==> src/hdl/tfu_pkg.sv <==
// shared constants, opcodes and helpers for the function unit shell
package tfu_pkg;

    // ---------------------------------------------------------------
    // widths
    // ---------------------------------------------------------------
    localparam int unsigned OP_W     = 3;
    localparam int unsigned LS_DW    = 32;
    localparam int unsigned CNT_W    = 3;
    localparam int unsigned LANE_W   = 2;
    localparam int unsigned BE_W     = 4;

    // ---------------------------------------------------------------
    // reset values and static latency
    // ---------------------------------------------------------------
    localparam logic [LS_DW-1:0] RST_DATA = 32'h0000_0000;
    localparam logic [CNT_W-1:0] CNT_ZERO = 3'h0;
    localparam logic [CNT_W-1:0] CNT_ONE  = 3'h1;
    localparam logic [CNT_W-1:0] LS_LAT   = 3'h3;
    localparam logic [CNT_W-1:0] LS_LAST  = LS_LAT - CNT_ONE;

    // ---------------------------------------------------------------
    // arithmetic unit opcodes, alphabetical by operation name
    // ---------------------------------------------------------------
    localparam logic [OP_W-1:0] ALU_ADD = 3'h0;
    localparam logic [OP_W-1:0] ALU_AND = 3'h1;
    localparam logic [OP_W-1:0] ALU_NOT = 3'h2;
    localparam logic [OP_W-1:0] ALU_SUB = 3'h3;
    localparam logic [OP_W-1:0] ALU_XOR = 3'h4;

    // ---------------------------------------------------------------
    // memory access sizes and the decoded operation
    // ---------------------------------------------------------------
    localparam logic [1:0] SZ_BYTE = 2'h0;
    localparam logic [1:0] SZ_HALF = 2'h1;
    localparam logic [1:0] SZ_WORD = 2'h2;

    typedef struct packed {
        logic       store;
        logic [1:0] size;
        logic       sgn;
    } tfu_memop_t;

    typedef enum logic [1:0] {
        TFU_IDLE  = 2'h0,
        TFU_WAIT  = 2'h1,
        TFU_STALL = 2'h3
    } tfu_ls_state_t;

    // alphabetical codes of both operation sets; each row: store, size, signed
    function automatic tfu_memop_t tfu_decode(input logic [OP_W-1:0] op, input logic big);
        tfu_memop_t d;
        d = '{store: 1'b0, size: SZ_WORD, sgn: 1'b0};
        if (big) begin
            unique case (op)
                3'h0: d = '{1'b0, SZ_HALF, 1'b1};
                3'h1: d = '{1'b0, SZ_HALF, 1'b0};
                3'h2: d = '{1'b0, SZ_BYTE, 1'b1};
                3'h3: d = '{1'b0, SZ_BYTE, 1'b0};
                3'h4: d = '{1'b0, SZ_WORD, 1'b0};
                3'h5: d = '{1'b1, SZ_HALF, 1'b0};
                3'h6: d = '{1'b1, SZ_BYTE, 1'b0};
                3'h7: d = '{1'b1, SZ_WORD, 1'b0};
            endcase
        end else begin
            unique case (op)
                3'h0: d = '{1'b0, SZ_HALF, 1'b1};
                3'h1: d = '{1'b0, SZ_WORD, 1'b0};
                3'h2: d = '{1'b0, SZ_BYTE, 1'b1};
                3'h3: d = '{1'b0, SZ_HALF, 1'b0};
                3'h4: d = '{1'b0, SZ_BYTE, 1'b0};
                3'h5: d = '{1'b1, SZ_HALF, 1'b0};
                3'h6: d = '{1'b1, SZ_WORD, 1'b0};
                3'h7: d = '{1'b1, SZ_BYTE, 1'b0};
            endcase
        end
        return d;
    endfunction : tfu_decode

endpackage : tfu_pkg

==> src/hdl/tfu_alu.sv <==
// two-operand arithmetic function unit with one-cycle latency
`timescale 1ns/1ps
module tfu_alu
    import tfu_pkg::*;
#(
    parameter int unsigned DATA_W = 32
) (
    input  wire logic              sys_clk_in,
    input  wire logic              resetn_in,
    input  wire logic              global_stall_in,
    input  wire logic [DATA_W-1:0] trigger_operand_in,
    input  wire logic              trigger_strobe_in,
    input  wire logic [DATA_W-1:0] second_operand_in,
    input  wire logic              operand_strobe_in,
    input  wire logic [OP_W-1:0]   op_select_in,
    output logic      [DATA_W-1:0] result_out
);

    logic [DATA_W-1:0] operand_reg;
    logic [DATA_W-1:0] b_val;
    logic [DATA_W-1:0] result_next;
    logic              fire;

    assign fire  = trigger_strobe_in && !global_stall_in;
    // an operand moved in the same cycle as the trigger takes part at once
    assign b_val = operand_strobe_in ? second_operand_in : operand_reg;

    always_ff @(posedge sys_clk_in) begin
        if (!resetn_in) begin
            operand_reg <= DATA_W'(RST_DATA);
        end else if (operand_strobe_in && !global_stall_in) begin
            operand_reg <= second_operand_in;
        end
    end

    always_comb begin
        result_next = result_out;
        unique case (op_select_in)
            ALU_ADD: result_next = trigger_operand_in + b_val;
            ALU_AND: result_next = trigger_operand_in & b_val;
            ALU_NOT: result_next = ~trigger_operand_in;
            ALU_SUB: result_next = trigger_operand_in - b_val;
            ALU_XOR: result_next = trigger_operand_in ^ b_val;
            default: result_next = result_out;
        endcase
    end

    always_ff @(posedge sys_clk_in) begin
        if (!resetn_in) begin
            result_out <= DATA_W'(RST_DATA);
        end else if (fire) begin
            result_out <= result_next;
        end
    end
endmodule : tfu_alu

==> src/hdl/tfu_shell.sv <==
// function unit shell: arithmetic unit plus load-store unit on one stall
`timescale 1ns/1ps
// Function
// - operation codes are numbered in alphabetical order of the operation names.
// - operand and result ports are vectors whose widths come from parameters.
// - every operand port, the trigger included, has its own one-bit load strobe.
// - the operation select travels with the trigger and is taken when the trigger loads.
// - an active-low reset clears operand, operation and result state.
// - while the global stall is high the unit freezes and resumes only after it drops; load data the memory returns is still parked or written to the result.
// - a late result past the static latency raises the stall request output.
// - the load-store trigger port width equals the data address width parameter.
// - the load-store unit offers signed and unsigned byte and half loads, word loads and all stores.
// - a strobe captures its operand, and a trigger strobe also starts the operation.
module tfu_shell
    import tfu_pkg::*;
#(
    parameter int unsigned DATA_W     = 32,
    parameter int unsigned ADDR_W     = 32,
    parameter bit          BIG_ENDIAN = 1'b0
) (
    input  wire logic              sys_clk_in,
    input  wire logic              resetn_in,
    input  wire logic              global_stall_in,
    output logic                   stall_req_out,
    input  wire logic [DATA_W-1:0] alu_trigger_operand_in,
    input  wire logic              alu_trigger_strobe_in,
    input  wire logic [DATA_W-1:0] alu_second_operand_in,
    input  wire logic              alu_operand_strobe_in,
    input  wire logic [OP_W-1:0]   alu_op_select_in,
    output logic      [DATA_W-1:0] alu_result_out,
    input  wire logic [ADDR_W-1:0] ldst_trigger_operand_in,
    input  wire logic              ldst_trigger_strobe_in,
    input  wire logic [LS_DW-1:0]  ldst_second_operand_in,
    input  wire logic              ldst_operand_strobe_in,
    input  wire logic [OP_W-1:0]   ldst_op_select_in,
    output logic      [LS_DW-1:0]  ldst_result_out,
    output logic                   mem_req_out,
    output logic                   mem_we_out,
    output logic      [ADDR_W-3:0] mem_addr_out,
    output logic      [BE_W-1:0]   mem_be_out,
    output logic      [LS_DW-1:0]  mem_wdata_out,
    input  wire logic [LS_DW-1:0]  mem_rdata_in,
    input  wire logic              mem_rvalid_in
);

    // ---------------------------------------------------------------
    // arithmetic unit
    // ---------------------------------------------------------------
    tfu_alu #(
        .DATA_W (DATA_W)
    ) i_tfu_alu (
        .sys_clk_in         (sys_clk_in),
        .resetn_in          (resetn_in),
        .global_stall_in    (global_stall_in),
        .trigger_operand_in (alu_trigger_operand_in),
        .trigger_strobe_in  (alu_trigger_strobe_in),
        .second_operand_in  (alu_second_operand_in),
        .operand_strobe_in  (alu_operand_strobe_in),
        .op_select_in       (alu_op_select_in),
        .result_out         (alu_result_out)
    );

    // ---------------------------------------------------------------
    // load-store operand capture
    // ---------------------------------------------------------------
    tfu_ls_state_t     state_reg;
    tfu_memop_t        dec;
    tfu_memop_t        op_reg;
    logic [LS_DW-1:0]  wdata_reg;
    logic [LS_DW-1:0]  store_val;
    logic [LANE_W-1:0] lane_reg;
    logic [LANE_W-1:0] lane;
    logic [CNT_W-1:0]  cnt_reg;
    logic [LS_DW-1:0]  buf_reg;
    logic              got_reg;
    logic              fire;
    logic [LS_DW-1:0]  load_src;
    logic [LS_DW-1:0]  load_val;
    logic              finish_wait;

    assign fire      = ldst_trigger_strobe_in && !global_stall_in;
    assign dec       = tfu_decode(ldst_op_select_in, BIG_ENDIAN);
    assign store_val = ldst_operand_strobe_in ? ldst_second_operand_in : wdata_reg;
    // byte lane of the addressed byte inside the word differs with byte order
    assign lane      = BIG_ENDIAN ? ~ldst_trigger_operand_in[LANE_W-1:0]
                                  : ldst_trigger_operand_in[LANE_W-1:0];

    always_ff @(posedge sys_clk_in) begin
        if (!resetn_in) begin
            wdata_reg <= RST_DATA;
        end else if (ldst_operand_strobe_in && !global_stall_in) begin
            wdata_reg <= ldst_second_operand_in;
        end
    end

    always_ff @(posedge sys_clk_in) begin
        if (!resetn_in) begin
            op_reg   <= '{1'b0, SZ_WORD, 1'b0};
            lane_reg <= '0;
        end else if (fire && !dec.store) begin
            // a store in mid-load must not change how the pending word is cut
            op_reg   <= dec;
            lane_reg <= lane;
        end
    end

    // ---------------------------------------------------------------
    // memory request, registered one cycle after the trigger
    // ---------------------------------------------------------------
    always_ff @(posedge sys_clk_in) begin
        if (!resetn_in) begin
            mem_req_out   <= 1'b0;
            mem_we_out    <= 1'b0;
            mem_addr_out  <= '0;
            mem_be_out    <= '0;
            mem_wdata_out <= RST_DATA;
        end else begin
            mem_req_out <= fire;
            if (fire) begin
                mem_we_out   <= dec.store;
                mem_addr_out <= ldst_trigger_operand_in[ADDR_W-1:LANE_W];
                unique case (dec.size)
                    SZ_BYTE: begin
                        mem_be_out    <= BE_W'(1) << lane;
                        mem_wdata_out <= {4{store_val[7:0]}};
                    end
                    SZ_HALF: begin
                        mem_be_out    <= lane[1] ? 4'hc : 4'h3;
                        mem_wdata_out <= {2{store_val[15:0]}};
                    end
                    default: begin
                        mem_be_out    <= 4'hf;
                        mem_wdata_out <= store_val;
                    end
                endcase
            end
        end
    end

    // ---------------------------------------------------------------
    // load data extraction
    // ---------------------------------------------------------------
    assign load_src = mem_rvalid_in ? mem_rdata_in : buf_reg;

    always_comb begin
        logic [7:0]  b8;
        logic [15:0] h16;
        b8       = load_src[8*lane_reg +: 8];
        h16      = lane_reg[1] ? load_src[31:16] : load_src[15:0];
        load_val = load_src;
        unique case (op_reg.size)
            SZ_BYTE: load_val = {{24{op_reg.sgn & b8[7]}}, b8};
            SZ_HALF: load_val = {{16{op_reg.sgn & h16[15]}}, h16};
            default: load_val = load_src;
        endcase
    end

    // ---------------------------------------------------------------
    // latency tracking and late-data stall request
    // ---------------------------------------------------------------
    assign finish_wait = state_reg == TFU_WAIT && !global_stall_in && cnt_reg == LS_LAST;

    always_ff @(posedge sys_clk_in) begin
        if (!resetn_in) begin
            state_reg <= TFU_IDLE;
            cnt_reg   <= CNT_ZERO;
        end else if (fire && !dec.store) begin
            state_reg <= TFU_WAIT;
            cnt_reg   <= CNT_ONE;
        end else begin
            unique case (state_reg)
                TFU_IDLE: state_reg <= TFU_IDLE;
                TFU_WAIT: begin
                    if (finish_wait) begin
                        // static latency spent: stall unless the word is in
                        state_reg <= (got_reg || mem_rvalid_in) ? TFU_IDLE : TFU_STALL;
                    end else if (!global_stall_in) begin
                        cnt_reg <= cnt_reg + CNT_ONE;
                    end
                end
                TFU_STALL: if (mem_rvalid_in) state_reg <= TFU_IDLE;
                default: state_reg <= TFU_IDLE;
            endcase
        end
    end

    // early data is parked; memory does not obey the stall so it is taken even under the stall
    always_ff @(posedge sys_clk_in) begin
        if (!resetn_in) begin
            got_reg <= 1'b0;
            buf_reg <= RST_DATA;
        end else if (fire && !dec.store) begin
            // a new load drops any word the old one had parked; data still in flight is taken as the new load's
            got_reg <= 1'b0;
        end else if (mem_rvalid_in && state_reg == TFU_WAIT) begin
            got_reg <= 1'b1;
            buf_reg <= mem_rdata_in;
        end
    end

    always_ff @(posedge sys_clk_in) begin
        if (!resetn_in) begin
            ldst_result_out <= RST_DATA;
        end else if ((finish_wait && (got_reg || mem_rvalid_in))
                     || (state_reg == TFU_STALL && mem_rvalid_in)) begin
            ldst_result_out <= load_val;
        end
    end

    assign stall_req_out = state_reg == TFU_STALL;
endmodule : tfu_shell
==> config.mk <==
export PLATFORM = sky130hd
export DESIGN_NAME = tfu_shell
export DESIGN_NICKNAME = d
export VERILOG_FILES = /design/src/hdl/tfu_pkg.sv /design/src/hdl/tfu_alu.sv /design/src/hdl/tfu_shell.sv
export SDC_FILE = /design/constraint.sdc
export NUM_CORES = 1
export LEC_CHECK = 0
export BUFFER_PORTS_ARGS = -buffer_cell sky130_fd_sc_hd__buf_2
export CORE_MARGIN = 2
export CORE_UTILIZATION = 40
export DETAILED_ROUTE_END_ITERATION = 7
export SLEW_MARGIN = 20
export SYNTH_ARGS = -nofsm -noshare
export SYNTH_HDL_FRONTEND = slang
export SYNTH_SLANG_ARGS = --single-unit
export TNS_END_PERCENT = 1
==> constraint.sdc <==
create_clock -name sys_clk_in -period 9.7 [get_ports sys_clk_in]
set_clock_uncertainty 0.2 [all_clocks]
set_input_delay 0.485 -clock sys_clk_in [delete_from_list [all_inputs] [get_ports sys_clk_in]]
set_output_delay 0.485 -clock sys_clk_in [all_outputs]
set_load 0.02 [all_outputs]
==> results.sh <==
export IMPL_outcome="complete, no violations"
export IMPL_grt_usage_pct=24.48
export IMPL_worst_path_largest_cell_delay_ns=0.55
export IMPL_mappedNetlistNets=2038
export IMPL_cp_cell_sequence="dlygate4sd3_1 > buf_2 > nor3_1 > nand2_1 > a2111oi_4 > or2b_1 > nor2_1 > a21oi_1 > xnor2_1 > ha_1 > a21oi_1 > o211ai_1 > o21ai_0 > o21bai_1 > a31oi_1 > o21ai_0 > a211oi_1 > nor4_1 > a211o_1"
export IMPL_timing_final_setup_violations=0
export IMPL_net_switching_power_mw=0.8323
export IMPL_yosysWarningCount=0
export IMPL_timing_critical_path_fanout_max=5
export IMPL_ctsLongestPathBuffers=3
export IMPL_worst_endpoint_required_ns=9.93
export IMPL_internal_power_mw=1.944
export IMPL_fin_setup_tns_ns=0
export IMPL_vias_in_the_first_global_route=13770
export IMPL_worstMarginPinSlew_ns=0.9759
export IMPL_power_ir_vdd_worst_v=0.0001275
export IMPL_r2r_start="i_tfu_alu.operand_reg[4]"
export IMPL_synth_top_area_share_pct=34.07
export IMPL_rd_place_congestion=0.8618
export IMPL_totalWireLength_um=46120
export IMPL_chipHeight_um=191.4
export IMPL_hold_path_cell_count=3
export IMPL_post_route_cell_area_um2=18070
export IMPL_syn_instance_count=1794
export IMPL_switching_share_pct=29.98
export IMPL_nFillCells=3320
export IMPL_criticalPathCategory="in -> reg"
export IMPL_placement_rows=68
export IMPL_worst_slew_margin_rel_pct=34.80
export IMPL_tritoncts_num_buffers=29
export IMPL_vias=14130
export IMPL_synth_cell_type_count=80
export IMPL_cts_setup_buffers=0
export IMPL_pin_count_of_the_biggest_net_entering_global_routing=124
export IMPL_critical_path_arrival_ns=5.16
export IMPL_hold_path_startpoint="ldst_second_operand_in[5]"
export IMPL_synth_enable_flop_cells=0
export IMPL_post_layout_nonfiller_instances=2631
export IMPL_slew_violations=0
export IMPL_fraction_of_layout_instances_using_a_drive_strength_above_1_pct=21.84
export IMPL_number_of_optimization_iterations_in_the_first_detailed_route_pass=6
export IMPL_synthesis_area_um2=14040
export IMPL_setup_slack_ns=4.768
export IMPL_rsz0062_at_grt="no"
export IMPL_clock_sink_count=239
export IMPL_initial_cell_density_of_the_core_pct=40.65
export IMPL_detailedPlace_worstSlack_ns=4.311
export IMPL_post_synth_top_area_cell="sky130_fd_sc_hd__dfxtp_1"
export IMPL_design_core_area_um2=34540
export IMPL_fin_crit_ns=4.932
export IMPL_cap_violations=0
export IMPL_worstSetupStartpointType="input pin"
export IMPL_vias_per_cell=5.370
export IMPL_power_sequential_fraction_pct=37.8
export IMPL_cellPowerDensity_nw_per_um2=153.6
export IMPL_footprint_of_the_multi_input_gates_um2=8718
export IMPL_layout_worst_path_cycle_share_pct=50.85
export IMPL_worst_hold_path_type="in -> reg"
export IMPL_clock_tree_root_cell="sky130_fd_sc_hd__clkbuf_16"
export IMPL_ys_async_sr_fraction_pct=0
export IMPL_p_comb_share_pct=23.3
export IMPL_die_area_um2=36620
export IMPL_startpoint="alu_second_operand_in[0]"
export IMPL_grt_overflow_total=0
export IMPL_port_buffers=306
export IMPL_hold_buffer_count_at_cts=122
export IMPL_yosys_register_bits=239
export IMPL_ioPinCount=307
export IMPL_cts_htree_levels=1
export IMPL_placement_cell_area_um2=15890
export IMPL_chipWidth_um=191.4
export IMPL_synth_seq_area_share_pct=34.07
export IMPL_syn_area_per_cell_um2=7.828
export IMPL_p_leak_nw=7.787
export IMPL_hpwl_um=32200
export IMPL_critPathCaptureType="register"
export IMPL_post_place_cells=2455
export IMPL_rr_worst_depth=17
export IMPL_power_share_clock_pct=38.9
export IMPL_area_growth_synth_to_final_pct=28.69
export IMPL_cts_repair_resize_count=0
export IMPL_finalNetCount=2397
export IMPL_detailedRoute_firstIterationViolations=730
export IMPL_synthFlopType="sky130_fd_sc_hd__dfxtp_1"
export IMPL_antenna_left=0
export IMPL_area_sequential_um2=4785
export IMPL_synth_top_cells_by_area="sky130_fd_sc_hd__dfxtp_1 34%, sky130_fd_sc_hd__a21oi_1 10%, sky130_fd_sc_hd__nand2_1 9.9%"
export IMPL_report_power_total_mw=2.776
export IMPL_timing_hold_violations_final=0
export IMPL_timing_fmax_mhz=202.7
export IMPL_detailed_route_drc_error_count=0
export IMPL_clk_insertion_delay_late_ns=0.55
export IMPL_clkSlewWorstSetupHoldPaths_ns=0.06
export IMPL_grt_pass1_wl_um=72420
export IMPL_antenna_violations_before_repair=1
export IMPL_tritoncts_clock_tree="yes"
export IMPL_crit_slowest_cell="sky130_fd_sc_hd__dlygate4sd3_1"
export IMPL_wire_per_inst_um=17.53
-- per-layer routing --
metal / share of wire (%) / wire length (um) / track usage [%] / up-vias
met3: 5.8 / 2672 / 3.708 / 78
li1: - / - / - / 6990
met5: 0.028 / 13 / 0 / -
met2: 47 / 21850 / 42.06 / 375
met4: 2.6 / 1205 / 6.775 / 2
met1: 44 / 20390 / 31.75 / 6684
-- power by group through the flow --
stage	sequential, mW	combinational [mW]	clock (mW)
2_1_floorplan	1.09	0.391	0
3_3_place_gp	1.07	0.596	0
3_5_place_dp	1.07	0.602	0
4_1_cts	1.05	0.645	1.11
5_1_grt	1.05	0.718	1.15
6_report	1.05	0.645	1.08
-- layout by cell type, fill, tap and decap left out, types with 37 or more instances in the layout --
master                            n
sky130_fd_sc_hd__nand2_1        371
sky130_fd_sc_hd__buf_2          306
sky130_fd_sc_hd__a21oi_1        290
sky130_fd_sc_hd__dfxtp_1        239
sky130_fd_sc_hd__nor2_1         154
sky130_fd_sc_hd__dlygate4sd3_1  122
sky130_fd_sc_hd__o21ai_0         94
sky130_fd_sc_hd__ha_1            69
sky130_fd_sc_hd__mux2i_1         51
sky130_fd_sc_hd__mux2_2          37
-- cell usage after synthesis (all sizes together), types with 3 or more instances --
master  count
mux2i      52
clkbuf    108
a221oi     17
ha         69
nor2      154
a21oi     290
a211oi     25
nor2b      11
a31oi      12
o21ba       8
o211ai     14
xor2       23
and2       12
nor4b       3
nor3b       6
nand2b     17
buf        15
a21o        8
nor3       23
nand4       3
dfxtp     239
xnor2      31
mux2       38
o21ai      97
and3        4
o31ai       6
nand3      17
inv        30
a311oi      3
or3         7
mux4       24
o21bai      9
nand2     372
nor4       11
-- final cells by class --
class                           count  share of cell area [%]
Multi-Input combinational cell   1402                   48.24
Sequential cell                   239                   26.47
Timing Repair Buffer              451                   16.19
Clock buffer                       41                   4.597
Tap cell                          455                   3.150
Clock inverter                     12                  0.6854
Inverter                           30                  0.6508
Antenna cell                        1                 0.01385
-- cell families after synthesis --
logic type                 after synthesis  synth area share (%)
xor gates and xnor gates                55                 3.528
AOI/OAI and AO/OA                      513                 21.29
buffers and inverters                  153                 4.268
DFF                                    239                 34.07
adders and majority gates               70                 6.290
and+or+nand+nor                        650                 19.89
muxes                                  114                 10.66
-- worst max-delay path: cells and delay by family --
family,cells,cell delay (ns)
buffers and inverters,2,0.70
XOR/XNOR,1,0.15
AND/OR/NAND/NOR,5,1.06
adder cells (fa/ha/maj),1,0.34
AO/OA/AOI/OAI,10,2.43
-- path summary, 6_finish.rpt --
path | end | slack, ns
worst max-delay path | i_tfu_alu.result_out[26] | 4.77
worst min-delay path | wdata_reg[5] | 0.03
worst max register to register | i_tfu_alu.result_out[26] | 5.06
worst min register to register | mem_addr_out[9] | 0.25
-- metrics by stage --
stage                     util (%)  hold WS (ns)
final                        52.32       0.02610
after global placement       45.99        0.2379
after detailed placement     46.01        0.2452
after floorplan                  -        0.2331
after CTS                    52.31     0.0003601
after global routing         52.31      0.008344
(Power assumes the default switching activity.)
